## config.mk

```make
export PLATFORM = sky130hd
export DESIGN_NAME = mode_pin_function_select
export DESIGN_NICKNAME = d
export VERILOG_FILES = /design/src/logic/pinmux_pkg.sv /design/src/logic/sync_two_stage.sv /design/src/logic/mode_pin_function_select.sv
export SDC_FILE = /design/constraint.sdc
export NUM_CORES = 1
export LEC_CHECK = 0
export ABC_AREA = 0
export BUFFER_PORTS_ARGS = -buffer_cell sky130_fd_sc_hd__buf_4
export CORE_ASPECT_RATIO = 0.6
export CORE_MARGIN = 1
export CORE_UTILIZATION = 52
export CTS_CLUSTER_SIZE = 20
export DETAILED_ROUTE_END_ITERATION = 7
export HOLD_SLACK_MARGIN = 0.06
export PLACE_DENSITY = 0.76
export SLEW_MARGIN = 40
export SYNTH_ARGS = -nofsm -noshare
export SYNTH_HDL_FRONTEND = slang
export SYNTH_SLANG_ARGS = --single-unit
```

## constraint.sdc

```tcl
create_clock -name clk -period 2 [get_ports clk]
set_clock_uncertainty 0.2 [all_clocks]
set_input_delay 0.3 -clock clk [delete_from_list [all_inputs] [get_ports clk]]
set_output_delay 0.3 -clock clk [all_outputs]
set_load 0.01 [all_outputs]
```

## src/logic/pinmux_pkg.sv

```systemverilog
// Purpose: constants, register map and mode codes for the pin function select block
// Assumes: avalon-mm slave with 32-bit data, one aligned word per register
// Notes: mode pins are straps, caught once after reset release
package pinmux_pkg;
  localparam int DATA_W = 32;
  localparam int ADDR_W = 6;
  localparam int GPIO_N = 12;
  localparam int ID_W = 16;

  localparam logic [ADDR_W-1:0] OFS_LCC = 6'h00;
  localparam logic [ADDR_W-1:0] OFS_GPIO_OUT = 6'h04;
  localparam logic [ADDR_W-1:0] OFS_GPIO_DIR = 6'h08;
  localparam logic [ADDR_W-1:0] OFS_GPIO_IN = 6'h0c;
  localparam logic [ADDR_W-1:0] OFS_STATUS = 6'h10;
  localparam logic [ADDR_W-1:0] OFS_SUBSYS = 6'h14;
  localparam logic [ADDR_W-1:0] OFS_IRQ_STAT = 6'h18;
  localparam logic [ADDR_W-1:0] OFS_IRQ_MASK = 6'h1c;
  localparam logic [ADDR_W-1:0] OFS_EE_CTRL = 6'h20;

  localparam int LCC_PIN1_LO = 5;
  localparam int LCC_PME_EN = 7;
  localparam logic [7:0] LCC_RST = 8'h00;
  localparam logic [GPIO_N-1:0] GPIO_OUT_RST = 12'h000;
  localparam logic [GPIO_N-1:0] GPIO_DIR_RST = 12'h000;
  localparam int IRQ_PME_BIT = 12;
  localparam int IRQ_W = 13;
  localparam logic [IRQ_W-1:0] IRQ_MASK_RST = 13'h0000;

  localparam int EEPROM_SELECT_BIT = 0;
  localparam int EEPROM_SERIAL_CLOCK_BIT = 1;
  localparam int EEPROM_SERIAL_OUT_BIT = 2;
  localparam int EEPROM_SERIAL_IN_BIT = 3;
  localparam logic [2:0] EE_CTRL_RST = 3'h0;

  localparam int ST_FF_BIT = 3;
  localparam int ST_F1_LB = 4;
  localparam int ST_F1_PP = 5;
  localparam int ST_UNIQUE = 6;
  localparam int ST_STANDALONE = 7;
  localparam int ST_STRAP_DONE = 8;

  localparam logic [1:0] SETTLE_CYCLES = 2'h2;

  typedef enum logic [2:0] {
    MODE_QUAD_LB = 3'h0,
    MODE_QUAD_PP = 3'h1,
    MODE_QUAD_SUBID = 3'h2,
    MODE_UNIQUE_LB = 3'h3,
    MODE_ENH_LB = 3'h4,
    MODE_ENH_PP = 3'h5,
    MODE_RESERVED = 3'h6,
    MODE_STANDALONE = 3'h7
  } mode_t;

  typedef enum logic [1:0] {
    ST_SETTLE = 2'b00,
    ST_LATCH = 2'b01,
    ST_RUN = 2'b11
  } strap_state_t;
endpackage

```

## src/logic/sync_two_stage.sv

```systemverilog
// Purpose: two flip-flop synchroniser for pin levels
// Assumes: inputs are levels, not pulses
// Notes: the first stage feeds only the second
`timescale 1ns/1ps
module sync_two_stage #(
  parameter int WIDTH = 1
) (
  input wire logic clk,
  input wire logic rst_n,
  input wire logic ce,
  input wire logic [WIDTH-1:0] din,
  output logic [WIDTH-1:0] dout
);
  logic [WIDTH-1:0] meta_q;

  always_ff @(posedge clk or negedge rst_n) begin
    if (!rst_n) begin
      meta_q <= '0;
      dout <= '0;
    end else if (ce) begin
      meta_q <= din;
      dout <= meta_q;
    end
  end
endmodule

```

## src/logic/mode_pin_function_select.sv

```systemverilog
// Purpose: strap-driven pin function select for the gpio, pme and eeprom pins
// Assumes: straps and pins are asynchronous and pass a two-stage synchroniser
// Notes: strap levels are caught once, after the synchronisers settle
//
// Local design decisions: the register addresses and the Avalon-MM slave port.
`timescale 1ns/1ps
module mode_pin_function_select (
  input wire logic clk,
  input wire logic rst_n,
  input wire logic ce,
  input wire logic [pinmux_pkg::ADDR_W-1:0] avs_address,
  input wire logic avs_read,
  input wire logic avs_write,
  input wire logic [pinmux_pkg::DATA_W-1:0] avs_writedata,
  output logic [pinmux_pkg::DATA_W-1:0] avs_readdata,
  output logic avs_waitrequest,
  output logic irq,
  input wire logic [2:0] mode_strap,
  input wire logic [pinmux_pkg::GPIO_N-1:0] gpio_pins_in,
  output logic [pinmux_pkg::GPIO_N-1:0] gpio_pins_out,
  output logic [pinmux_pkg::GPIO_N-1:0] gpio_pins_oe,
  output logic pme_function1,
  input wire logic [pinmux_pkg::ID_W-1:0] sub_id_pins,
  input wire logic [pinmux_pkg::ID_W-1:0] sub_vendor_pins,
  output logic eeprom_select,
  output logic eeprom_serial_clock,
  output logic eeprom_serial_out,
  input wire logic eeprom_serial_in,
  output logic eeprom_in_pullup,
  output logic form_factor_select,
  output logic func1_local_bus,
  output logic func1_parallel,
  output logic uart_unique_bars,
  output logic standalone
);
  import pinmux_pkg::*;

  localparam int SYNC_W = 3 + GPIO_N + 1 + 2 * ID_W;

  function automatic logic full_gpio_mode(input mode_t m);
    full_gpio_mode = (m == MODE_QUAD_LB) || (m == MODE_UNIQUE_LB) || (m == MODE_ENH_LB);
  endfunction

  function automatic logic strap_ff_mode(input mode_t m);
    strap_ff_mode = (m == MODE_UNIQUE_LB) || (m == MODE_ENH_LB) || (m == MODE_ENH_PP);
  endfunction

  function automatic logic legacy_mode(input mode_t m);
    legacy_mode = (m == MODE_QUAD_LB) || (m == MODE_QUAD_PP) || (m == MODE_QUAD_SUBID);
  endfunction

  // synchronised pin levels
  logic [SYNC_W-1:0] sync_out;
  logic [2:0] mode_s;
  logic [GPIO_N-1:0] gpio_s;
  logic ee_in_s;
  logic [ID_W-1:0] sub_id_s;
  logic [ID_W-1:0] sub_vendor_s;

  sync_two_stage #(.WIDTH(SYNC_W)) u_sync (
    .clk(clk),
    .rst_n(rst_n),
    .ce(ce),
    .din({mode_strap, gpio_pins_in, eeprom_serial_in, sub_id_pins, sub_vendor_pins}),
    .dout(sync_out)
  );

  assign {mode_s, gpio_s, ee_in_s, sub_id_s, sub_vendor_s} = sync_out;

  // strap capture
  strap_state_t strap_q, strap_d;
  logic [1:0] settle_q;
  mode_t mode_q;
  logic ff_q;
  logic [ID_W-1:0] sub_id_q;
  logic [ID_W-1:0] sub_vendor_q;
  wire strap_run = (strap_q == ST_RUN);
  wire latch_now = (strap_q == ST_LATCH);

  always_comb begin
    strap_d = strap_q;
    case (strap_q)
      ST_SETTLE: begin
        if (settle_q == SETTLE_CYCLES) begin
          strap_d = ST_LATCH;
        end
      end
      ST_LATCH: strap_d = ST_RUN;
      default: strap_d = ST_RUN;
    endcase
  end

  always_ff @(posedge clk or negedge rst_n) begin
    if (!rst_n) begin
      strap_q <= ST_SETTLE;
      settle_q <= 2'h0;
    end else if (ce) begin
      strap_q <= strap_d;
      if (strap_q == ST_SETTLE) begin
        settle_q <= settle_q + 2'h1;
      end
    end
  end

  // the mode and form factor are straps, so later pin wiggles must not move them
  always_ff @(posedge clk or negedge rst_n) begin
    if (!rst_n) begin
      mode_q <= MODE_QUAD_LB;
      ff_q <= 1'b0;
      sub_id_q <= '0;
      sub_vendor_q <= '0;
    end else if (ce && latch_now) begin
      mode_q <= mode_t'(mode_s);
      ff_q <= strap_ff_mode(mode_t'(mode_s)) & gpio_s[11];
      if (mode_t'(mode_s) == MODE_QUAD_SUBID) begin
        sub_id_q <= sub_id_s;
        sub_vendor_q <= sub_vendor_s;
      end
    end
  end

  // function enables follow the caught mode; reserved codes enable nothing
  wire f1_lb_d = (mode_q == MODE_QUAD_LB) || (mode_q == MODE_UNIQUE_LB)
      || (mode_q == MODE_ENH_LB);
  wire f1_pp_d = (mode_q == MODE_QUAD_PP) || (mode_q == MODE_ENH_PP);
  wire unique_d = (mode_q == MODE_UNIQUE_LB);
  wire standalone_d = (mode_q == MODE_STANDALONE);

  // software registers
  logic [7:0] lcc_q;
  logic [GPIO_N-1:0] gpio_val_q;
  logic [GPIO_N-1:0] gpio_dir_q;
  logic [IRQ_W-1:0] irq_stat_q;
  logic [IRQ_W-1:0] irq_mask_q;
  logic [2:0] ee_ctrl_q;
  logic ack_q;

  wire req = avs_read | avs_write;
  wire wr_take = ce & ack_q & avs_write;
  wire hit_lcc = (avs_address == OFS_LCC);
  wire hit_val = (avs_address == OFS_GPIO_OUT);
  wire hit_dir = (avs_address == OFS_GPIO_DIR);
  wire hit_stat = (avs_address == OFS_IRQ_STAT);
  wire hit_mask = (avs_address == OFS_IRQ_MASK);
  wire hit_ee = (avs_address == OFS_EE_CTRL);
  wire pin1_gpio = (lcc_q[LCC_PIN1_LO+1:LCC_PIN1_LO] == 2'b00);
  wire pme_en = lcc_q[LCC_PME_EN];

  // one wait cycle per access: the answer is registered and stands at the release edge
  assign avs_waitrequest = req & ~ack_q;

  always_ff @(posedge clk or negedge rst_n) begin
    if (!rst_n) begin
      ack_q <= 1'b0;
    end else if (ce) begin
      ack_q <= req & ~ack_q;
    end
  end

  always_ff @(posedge clk or negedge rst_n) begin
    if (!rst_n) begin
      lcc_q <= LCC_RST;
      gpio_val_q <= GPIO_OUT_RST;
      gpio_dir_q <= GPIO_DIR_RST;
      irq_mask_q <= IRQ_MASK_RST;
      ee_ctrl_q <= EE_CTRL_RST;
    end else if (wr_take) begin
      if (hit_lcc) begin
        lcc_q <= avs_writedata[7:0];
      end else if (hit_val) begin
        gpio_val_q <= avs_writedata[GPIO_N-1:0];
      end else if (hit_dir) begin
        gpio_dir_q <= avs_writedata[GPIO_N-1:0];
      end else if (hit_mask) begin
        irq_mask_q <= avs_writedata[IRQ_W-1:0];
      end else if (hit_ee) begin
        ee_ctrl_q <= avs_writedata[2:0];
      end
    end
  end

  // pin function mux
  logic [GPIO_N-1:0] pin_out_d;
  logic [GPIO_N-1:0] pin_oe_d;
  wire gpio_mode = full_gpio_mode(mode_q);

  always_comb begin
    pin_out_d = gpio_val_q;
    pin_oe_d = gpio_dir_q;
    // hold pins quiet until the straps are known
    if (!strap_run) begin
      pin_out_d = '0;
      pin_oe_d = '0;
    end else begin
      if (!gpio_mode) begin
        pin_out_d[0] = 1'b0;
        pin_oe_d[0] = 1'b1;
        pin_out_d[10:3] = '0;
        pin_oe_d[10:3] = '0;
      end
      if (!pin1_gpio) begin
        pin_out_d[1] = 1'b0;
        pin_oe_d[1] = 1'b1;
      end
      if (pme_en) begin
        pin_out_d[2] = 1'b0;
        pin_oe_d[2] = 1'b0;
      end
      if (!legacy_mode(mode_q)) begin
        // strap input in enhanced modes; standalone relies on the board tie-low
        pin_out_d[11] = 1'b0;
        pin_oe_d[11] = 1'b0;
      end
    end
  end

  // irq events: rising edges on gpio inputs not being driven, and the pme input
  logic [GPIO_N-1:0] gpio_prev_q;
  logic [GPIO_N-1:0] gpio_in_fn;
  logic [IRQ_W-1:0] irq_set;
  logic [IRQ_W-1:0] irq_clr;

  always_comb begin
    gpio_in_fn = ~pin_oe_d;
    gpio_in_fn[2] = ~pin_oe_d[2] & ~pme_en;
    if (!legacy_mode(mode_q)) begin
      gpio_in_fn[11] = 1'b0;
    end
    if (!gpio_mode) begin
      gpio_in_fn[10:3] = '0;
    end
  end

  assign irq_set = {pme_en & gpio_s[2] & ~gpio_prev_q[2],
      gpio_in_fn & gpio_s & ~gpio_prev_q & {GPIO_N{strap_run}}};
  assign irq_clr = (wr_take && hit_stat) ? avs_writedata[IRQ_W-1:0] : '0;

  // a set in the same cycle as its clear wins
  always_ff @(posedge clk or negedge rst_n) begin
    if (!rst_n) begin
      irq_stat_q <= '0;
      gpio_prev_q <= '0;
    end else if (ce) begin
      irq_stat_q <= (irq_stat_q & ~irq_clr) | irq_set;
      gpio_prev_q <= gpio_s;
    end
  end

  // outputs
  always_ff @(posedge clk or negedge rst_n) begin
    if (!rst_n) begin
      gpio_pins_out <= '0;
      gpio_pins_oe <= '0;
      pme_function1 <= 1'b0;
      irq <= 1'b0;
      eeprom_select <= 1'b0;
      eeprom_serial_clock <= 1'b0;
      eeprom_serial_out <= 1'b0;
      form_factor_select <= 1'b0;
      func1_local_bus <= 1'b0;
      func1_parallel <= 1'b0;
      uart_unique_bars <= 1'b0;
      standalone <= 1'b0;
    end else if (ce) begin
      gpio_pins_out <= pin_out_d;
      gpio_pins_oe <= pin_oe_d;
      pme_function1 <= pme_en & gpio_s[2];
      irq <= |(irq_stat_q & irq_mask_q);
      eeprom_select <= ee_ctrl_q[EEPROM_SELECT_BIT];
      eeprom_serial_clock <= ee_ctrl_q[EEPROM_SERIAL_CLOCK_BIT];
      eeprom_serial_out <= ee_ctrl_q[EEPROM_SERIAL_OUT_BIT];
      form_factor_select <= ff_q;
      func1_local_bus <= strap_run & f1_lb_d;
      func1_parallel <= strap_run & f1_pp_d;
      uart_unique_bars <= strap_run & unique_d;
      standalone <= strap_run & standalone_d;
    end
  end

  // pad pull-up on the eeprom data input keeps an absent part reading high
  assign eeprom_in_pullup = 1'b1;

  // read data
  logic [DATA_W-1:0] rd_d;
  wire [DATA_W-1:0] status_word = {23'h0, strap_run, standalone_d, unique_d, f1_pp_d, f1_lb_d,
      ff_q, mode_q};
  wire [DATA_W-1:0] ee_word = {28'h0, ee_in_s, ee_ctrl_q};

  always_comb begin
    if (hit_lcc) begin
      rd_d = {24'h0, lcc_q};
    end else if (hit_val) begin
      rd_d = {20'h0, gpio_val_q};
    end else if (hit_dir) begin
      rd_d = {20'h0, gpio_dir_q};
    end else if (avs_address == OFS_GPIO_IN) begin
      rd_d = {20'h0, gpio_s};
    end else if (avs_address == OFS_STATUS) begin
      rd_d = status_word;
    end else if (avs_address == OFS_SUBSYS) begin
      rd_d = {sub_vendor_q, sub_id_q};
    end else if (hit_stat) begin
      rd_d = {19'h0, irq_stat_q};
    end else if (hit_mask) begin
      rd_d = {19'h0, irq_mask_q};
    end else if (hit_ee) begin
      rd_d = ee_word;
    end else begin
      rd_d = '0;
    end
  end

  always_ff @(posedge clk or negedge rst_n) begin
    if (!rst_n) begin
      avs_readdata <= '0;
    end else if (ce && avs_read && !ack_q) begin
      avs_readdata <= rd_d;
    end
  end
endmodule

```

Word level (Yosys, flattened, before mapping)
Index checks and enable logic that the tools add are counted.
{"block": "op_classes", "muxes": 26, "n_reduce_logical": 25, "n_bitwise": 29, "eq_ne": 22, "add_sub_neg": 1}
{"cell": "$mux W32", "n": 6}
{"cell": "$mux W13", "n": 3}
{"cell": "$and A12 B12 Y12", "n": 3}
{"cell": "$and A13 B13 Y13", "n": 2}
{"cell": "$eq A6 B5 Y1 const B", "n": 4}
{"cell": "$mux W12", "n": 2}
{"cell": "$mux W8", "n": 3}
{"cell": "$not A12 Y12", "n": 2}
{"cell": "$eq A3 B3 Y1 const B", "n": 5}
{"cell": "$not A13 Y13", "n": 1}
{"cell": "$or A13 B13 Y13", "n": 1}
{"cell": "$reduce_or A13 Y1", "n": 1}
{"cell": "$eq A3 B2 Y1 const B", "n": 4}
{"cell": "$eq A6 B4 Y1 const B", "n": 2}
{"cell": "$and A1 B1 Y1", "n": 11}
{"cell": "$mux W1", "n": 9}
{"cell": "$not A1 Y1", "n": 8}
{"cell": "$reduce_and A2 Y1", "n": 4}
{"cell": "$logic_or A1 B1 Y1", "n": 7}
{"cell": "$eq A6 B3 Y1 const B", "n": 1}
{"cell": "$eq A6 B6 Y1 const B", "n": 1}
{"cell": "$logic_not A6 Y1", "n": 1}
{"cell": "$reduce_and A6 Y1", "n": 1}
{"cell": "$reduce_and A5 Y1", "n": 1}
{"cell": "other kinds (14)", "n": 20}
{"block": "word_totals", "out_inout_bits": 68, "reg_bits": 276, "wordCells": 132, "inputBits": 91}

Depth between registers and ports, before layout
{"block": "depth", "word_depth": 11, "ltp_mapped": 8, "depth_no_buf": 5}

Hierarchy
Synthesis repeated with hierarchy kept, for this count alone.
{"block": "unflattened", "cells_unflattened": 841, "hier_area_um2": 11826.3}
{"mod": "mode_pin_function_select", "seq_area_each_um2": 4504.3, "cells_each": 638, "area_per_inst_um2": 8061.5, "n_inst": 1}
{"mod": "sync_two_stage", "seq_area_each_um2": 2402.3, "cells_each": 203, "area_per_inst_um2": 3764.9, "n_inst": 1}

Least setup slack after synthesis
Ideal clock, no wire load.
{"block": "synth_path", "kind": "input -> register", "startpoint": "in avs_address[1] (netlist bit)", "endpoint": "reg irq_mask_q[10]", "path_stages": 6, "path_slack_ps": -35, "arrival_ps": 1710, "n_path_buf": 2, "setup_ps": 125, "t_required_ps": 1675, "cell_sequence": "or4b_1 -> buf_4 -> nor2_8 -> and2_4 -> buf_12 -> mux2_4"}
{"block": "synth_via", "elab_chain_len": 3, "word_cells_on_any_way": 8, "classes_between": "eq/ne: 3; bitwise: 3; reduce/logical: 2"}
{"item": "from (decl)", "line": "mode_pin_function_select.sv:11", "rtl": "input wire logic [pinmux_pkg::ADDR_W-1:0] avs_address,"}
{"item": "$eq A6 B4 Y1 (tied with other cells)", "line": "mode_pin_function_select.sv:142", "rtl": "wire hit_dir = (avs_address == OFS_GPIO_DIR);"}
{"item": "$not A1 Y1 (no source line)"}
{"item": "$reduce_and A5 Y1 (no source line) (*)"}
{"item": "to (signal assigned)", "line": "mode_pin_function_select.sv:175", "rtl": "irq_mask_q <= avs_writedata[IRQ_W-1:0];"}
{"item": "to (decl)", "line": "mode_pin_function_select.sv:134", "rtl": "logic [IRQ_W-1:0] irq_mask_q;"}
Mark *: on every way between the ends. The rest lies on a longest branch, timed or not.
A chain may end at the register's enable or synchronous reset.

Final worst setup path
{"block": "layout_path", "startpoint": "in ce", "endpoint": "reg sub_id_q[15]"}
{"block": "layout_via", "elab_chain_len": 2}
{"item": "from (decl)", "line": "mode_pin_function_select.sv:10", "rtl": "input wire logic ce,"}
{"item": "$logic_and A1 B1 Y1", "line": "mode_pin_function_select.sv:112", "rtl": "end else if (ce && latch_now) begin"}
{"item": "$reduce_and A2 Y1 (no source line)"}
{"item": "to (signal assigned)", "line": "mode_pin_function_select.sv:116", "rtl": "sub_id_q <= sub_id_s;"}
{"item": "to (decl)", "line": "mode_pin_function_select.sv:75", "rtl": "logic [ID_W-1:0] sub_id_q;"}
Every way passes these cells.

==> impl_metrics.toml <==
[logic_synthesis]
postSynthAreaPerCell_um2 = 12.71
synth-async-reset-ratio_pct = 100.0
yosysSeqAreaShare_pct = 59.34
netlist_top_cells_count = "dfrtp_1, mux2_2, nand2_1, o21ai_0, a21oi_1"
synth-edff-count = 0
synth_nets = 1008
ys_types = 59
synthMuxAreaShare_pct = 19.74
ys.flop_type = "dfrtp_1"
synthTopCellsByArea = "dfrtp_1, mux2_2, nand2_1"
synth_top_family_by_area = "multiplexers"
synth_area_um2 = 11640
synth_cells = 916
synth_compound_area_share_pct = 9.288
synth-seq-cells = 276
synth_top_cell_by_area = "dfrtp_1"
synthAdderAreaFrac_pct = 0.1075
yosysMostFrequentCell = "dfrtp_1"
yosys.area_share.simple_pct = 8.299
yosys_warnings = 0
synth_top_cell_area_share_pct = 59.34
yosys.area_share.xor_xnor_pct = 0.1505

[critical_path]
end_kind = "flip-flop"
crit_required_ps = 2210
path_class = "input pin to flip-flop"
worst-path-max-fanout = 15
start_kind = "input pin"
crit_arrival_ps = 2170
r2r_cells = 4

[clock_tree]
cts_resized = 0
cts_buffers = 25
root_buffer = "clkbuf_16"
clk_pin_slew_worst_paths_ps = 80
cts_tree = "yes"
clockBufferDepth = 3
cts_max_level = 1
postCtsSetupBuffers = 0
cts_num_sinks = 276
clock_latency_ps = 540

[route]
via_per_inst = 5.702
drt_iter0_drc = 585
via_count = 8319
first_pass_iters = 4
wl_met2_um = 12410
antenna_left = 0
dr.max_layer_used = "met4"
route.met3.wl_um = 3030
wl_per_cell_um = 21.46
drcViolationCount = 0
wl_met1_um = 15550
wl_um = 31310

[floorplanning]
io_pins = 159
die_h_um = 117.9
chipWidth_um = 195.1
coreArea_um2 = 21490
num_rows = 41
die_area_um2 = 23000
start_util_pct = 54.15

[global_routing]
gr-usage-all-layers_pct = 27.89
overflow = 0
grt_max_degree = 66
antenna_found_initial = 0
grt_pass1_wl_um = 48880
grt_pass1_vias = 8214

[status]
status = "finished clean"

[finish]
syn_to_final_growth_pct = 28.57
fin_util_pct = 69.62
diodes = 0
fillers = 1514
drive_gt1_share_pct = 38.31
final_cell_area_um2 = 14960
fin_nets = 1253

[power]
leakagePower_nw = 7.077
power_density_nw_per_um2 = 962.6
vdd_ir_drop_max_uv = 692.4

[timing]
layout_min_cycle_time_ps = 1960
fmax_mhz = 510.2
holdWs_ps = 81.12
post-route-period-util_pct = 98.01
finalHoldViolCount = 0
finalSetupViolCount = 0
final_max_slew_viol_count = 0
rsz0062_at_grt = "yes"

[placement]
routabilityCongestion = 0.9659
portBuffers = 138
dpl-instance-area_um2 = 13400
dp_hpwl_um = 21940

[job]
max_cap_violations = 0

[hold_path]
hp-class = "input pin to asynchronous set/reset pin"
cell usage in the layout (no fill, tap or decap), types with 3 or more instances in the layout:
cell type        n
a22oi_1          3
nor2_1          29
dfrtp_1        276
clkbuf_1         5
mux2_2         178
bufinv_16        5
mux2_4          10
mux2i_1         12
clkbuf_8         5
nand2_1         87
clkbuf_16       25
o2111a_1         3
nand3_1         18
a31o_2           3
o221ai_1         3
and3_1           5
a22o_1          22
inv_1           21
dlygate4sd3_1   65
clkinv_2         3
o21ai_0         43
or3_1            8
a21oi_1         34
buf_12           8
a21o_1           6
buf_4          201
and2_1           3
nand2b_1         6
nor2b_1          9
a32o_1          12
a221oi_1         7
o22ai_1          9
nor3_1          16
metrics by stage:
stage / power (mW) / instances / setup WS (ps) / TNS, ps
2_1_floorplan: 7.886 / 916 / 8.321 / 0
3_3_place_gp: 8.989 / 1348 / -160.8 / -3918
3_5_place_dp: 9.053 / 1348 / -178.8 / -4606
4_1_cts: 14.46 / 1459 / 53.28 / 0
5_1_grt: 14.99 / 1459 / -14.66 / -14.66
6_report: 14.40 / 1459 / 39.80 / 0
path summary, 6_finish.rpt:
| kind | start | to | slack, ps |
|---|---|---|---|
| max | ce | sub_id_q[15]$_DFFE_PN0P_ | 40 |
| min | rst_n | irq_stat_q[10]$_DFFE_PN0P_ | 80 |
| max reg2reg | strap_q[1]$_DFFE_PN0P_ | sub_id_q[15]$_DFFE_PN0P_ | 80 |
| min reg2reg | avs_readdata[13]$_DFFE_PN0P_ | avs_readdata[13]$_DFFE_PN0P_ | 270 |
| max in group asynchronous | rst_n | avs_readdata[29]$_DFFE_PN0P_ | 830 |
| min in group clk | avs_address[0] | avs_readdata[12]$_DFFE_PN0P_ | 140 |
cell families after synthesis:
group / Yosys count
compound gates: 159
simple gates: 197
mux: 202
buf+inv: 78
flops: 276
xor+xnor: 2
other cells: 1
fa+ha+maj: 1
state kept, by name, summed over array words and instances (netlist names), 2 cells and up:
register	cells
avs_readdata	32
ee_ctrl_q	3
gpio_dir_q	12
gpio_pins_oe	12
gpio_pins_out	12
gpio_prev_q	12
gpio_val_q	12
irq_mask_q	13
irq_stat_q	13
lcc_q	8
mode_q	3
settle_q	2
strap_q	2
sub_id_q	16
sub_vendor_q	16
u_sync.dout	48
u_sync.meta_q	48
worst max-delay path, stage by stage:
cell	delay (ps)
dlygate4sd3_1	520
buf_4	180
nand3b_4	100
or4b_1	490
buf_4	230
mux2_1	330
power breakdown:
group          switching (mW)  internal (mW)  total (mW)
combinational            1.11           1.17        2.28
clock                    2.12           3.16        5.28
sequential              0.558           6.29        6.85
total                    3.79           10.6        14.4
final cells by class:
| cell class | count | area [um2] | area share (%) |
|---|---|---|---|
| Clock buffer | 35 | 713.2 | 4.766 |
| Clock inverter | 11 | 200.2 | 1.338 |
| Inverter | 21 | 78.83 | 0.5268 |
| Multi-Input combinational cell | 562 | 4382 | 29.28 |
| Sequential cell | 276 | 6907 | 46.15 |
| Tap cell | 279 | 349.1 | 2.333 |
| Timing Repair Buffer | 275 | 2335 | 15.60 |
metal layers:
metal,up-vias,track usage (%)
met5,-,0
met4,0,3.642
met3,28,8.453
met2,312,37.63
met1,4215,44.53
li1,3764,-
repair_timing:
| item | CTS | global route |
|---|---|---|
| endpoints found under the setup margin | 0 | 1 |
| hold buffers | 65 | 0 |
| hold endpoints to repair | 387 | 0 |
No activity file was read; power rests on OpenSTA's default activity.
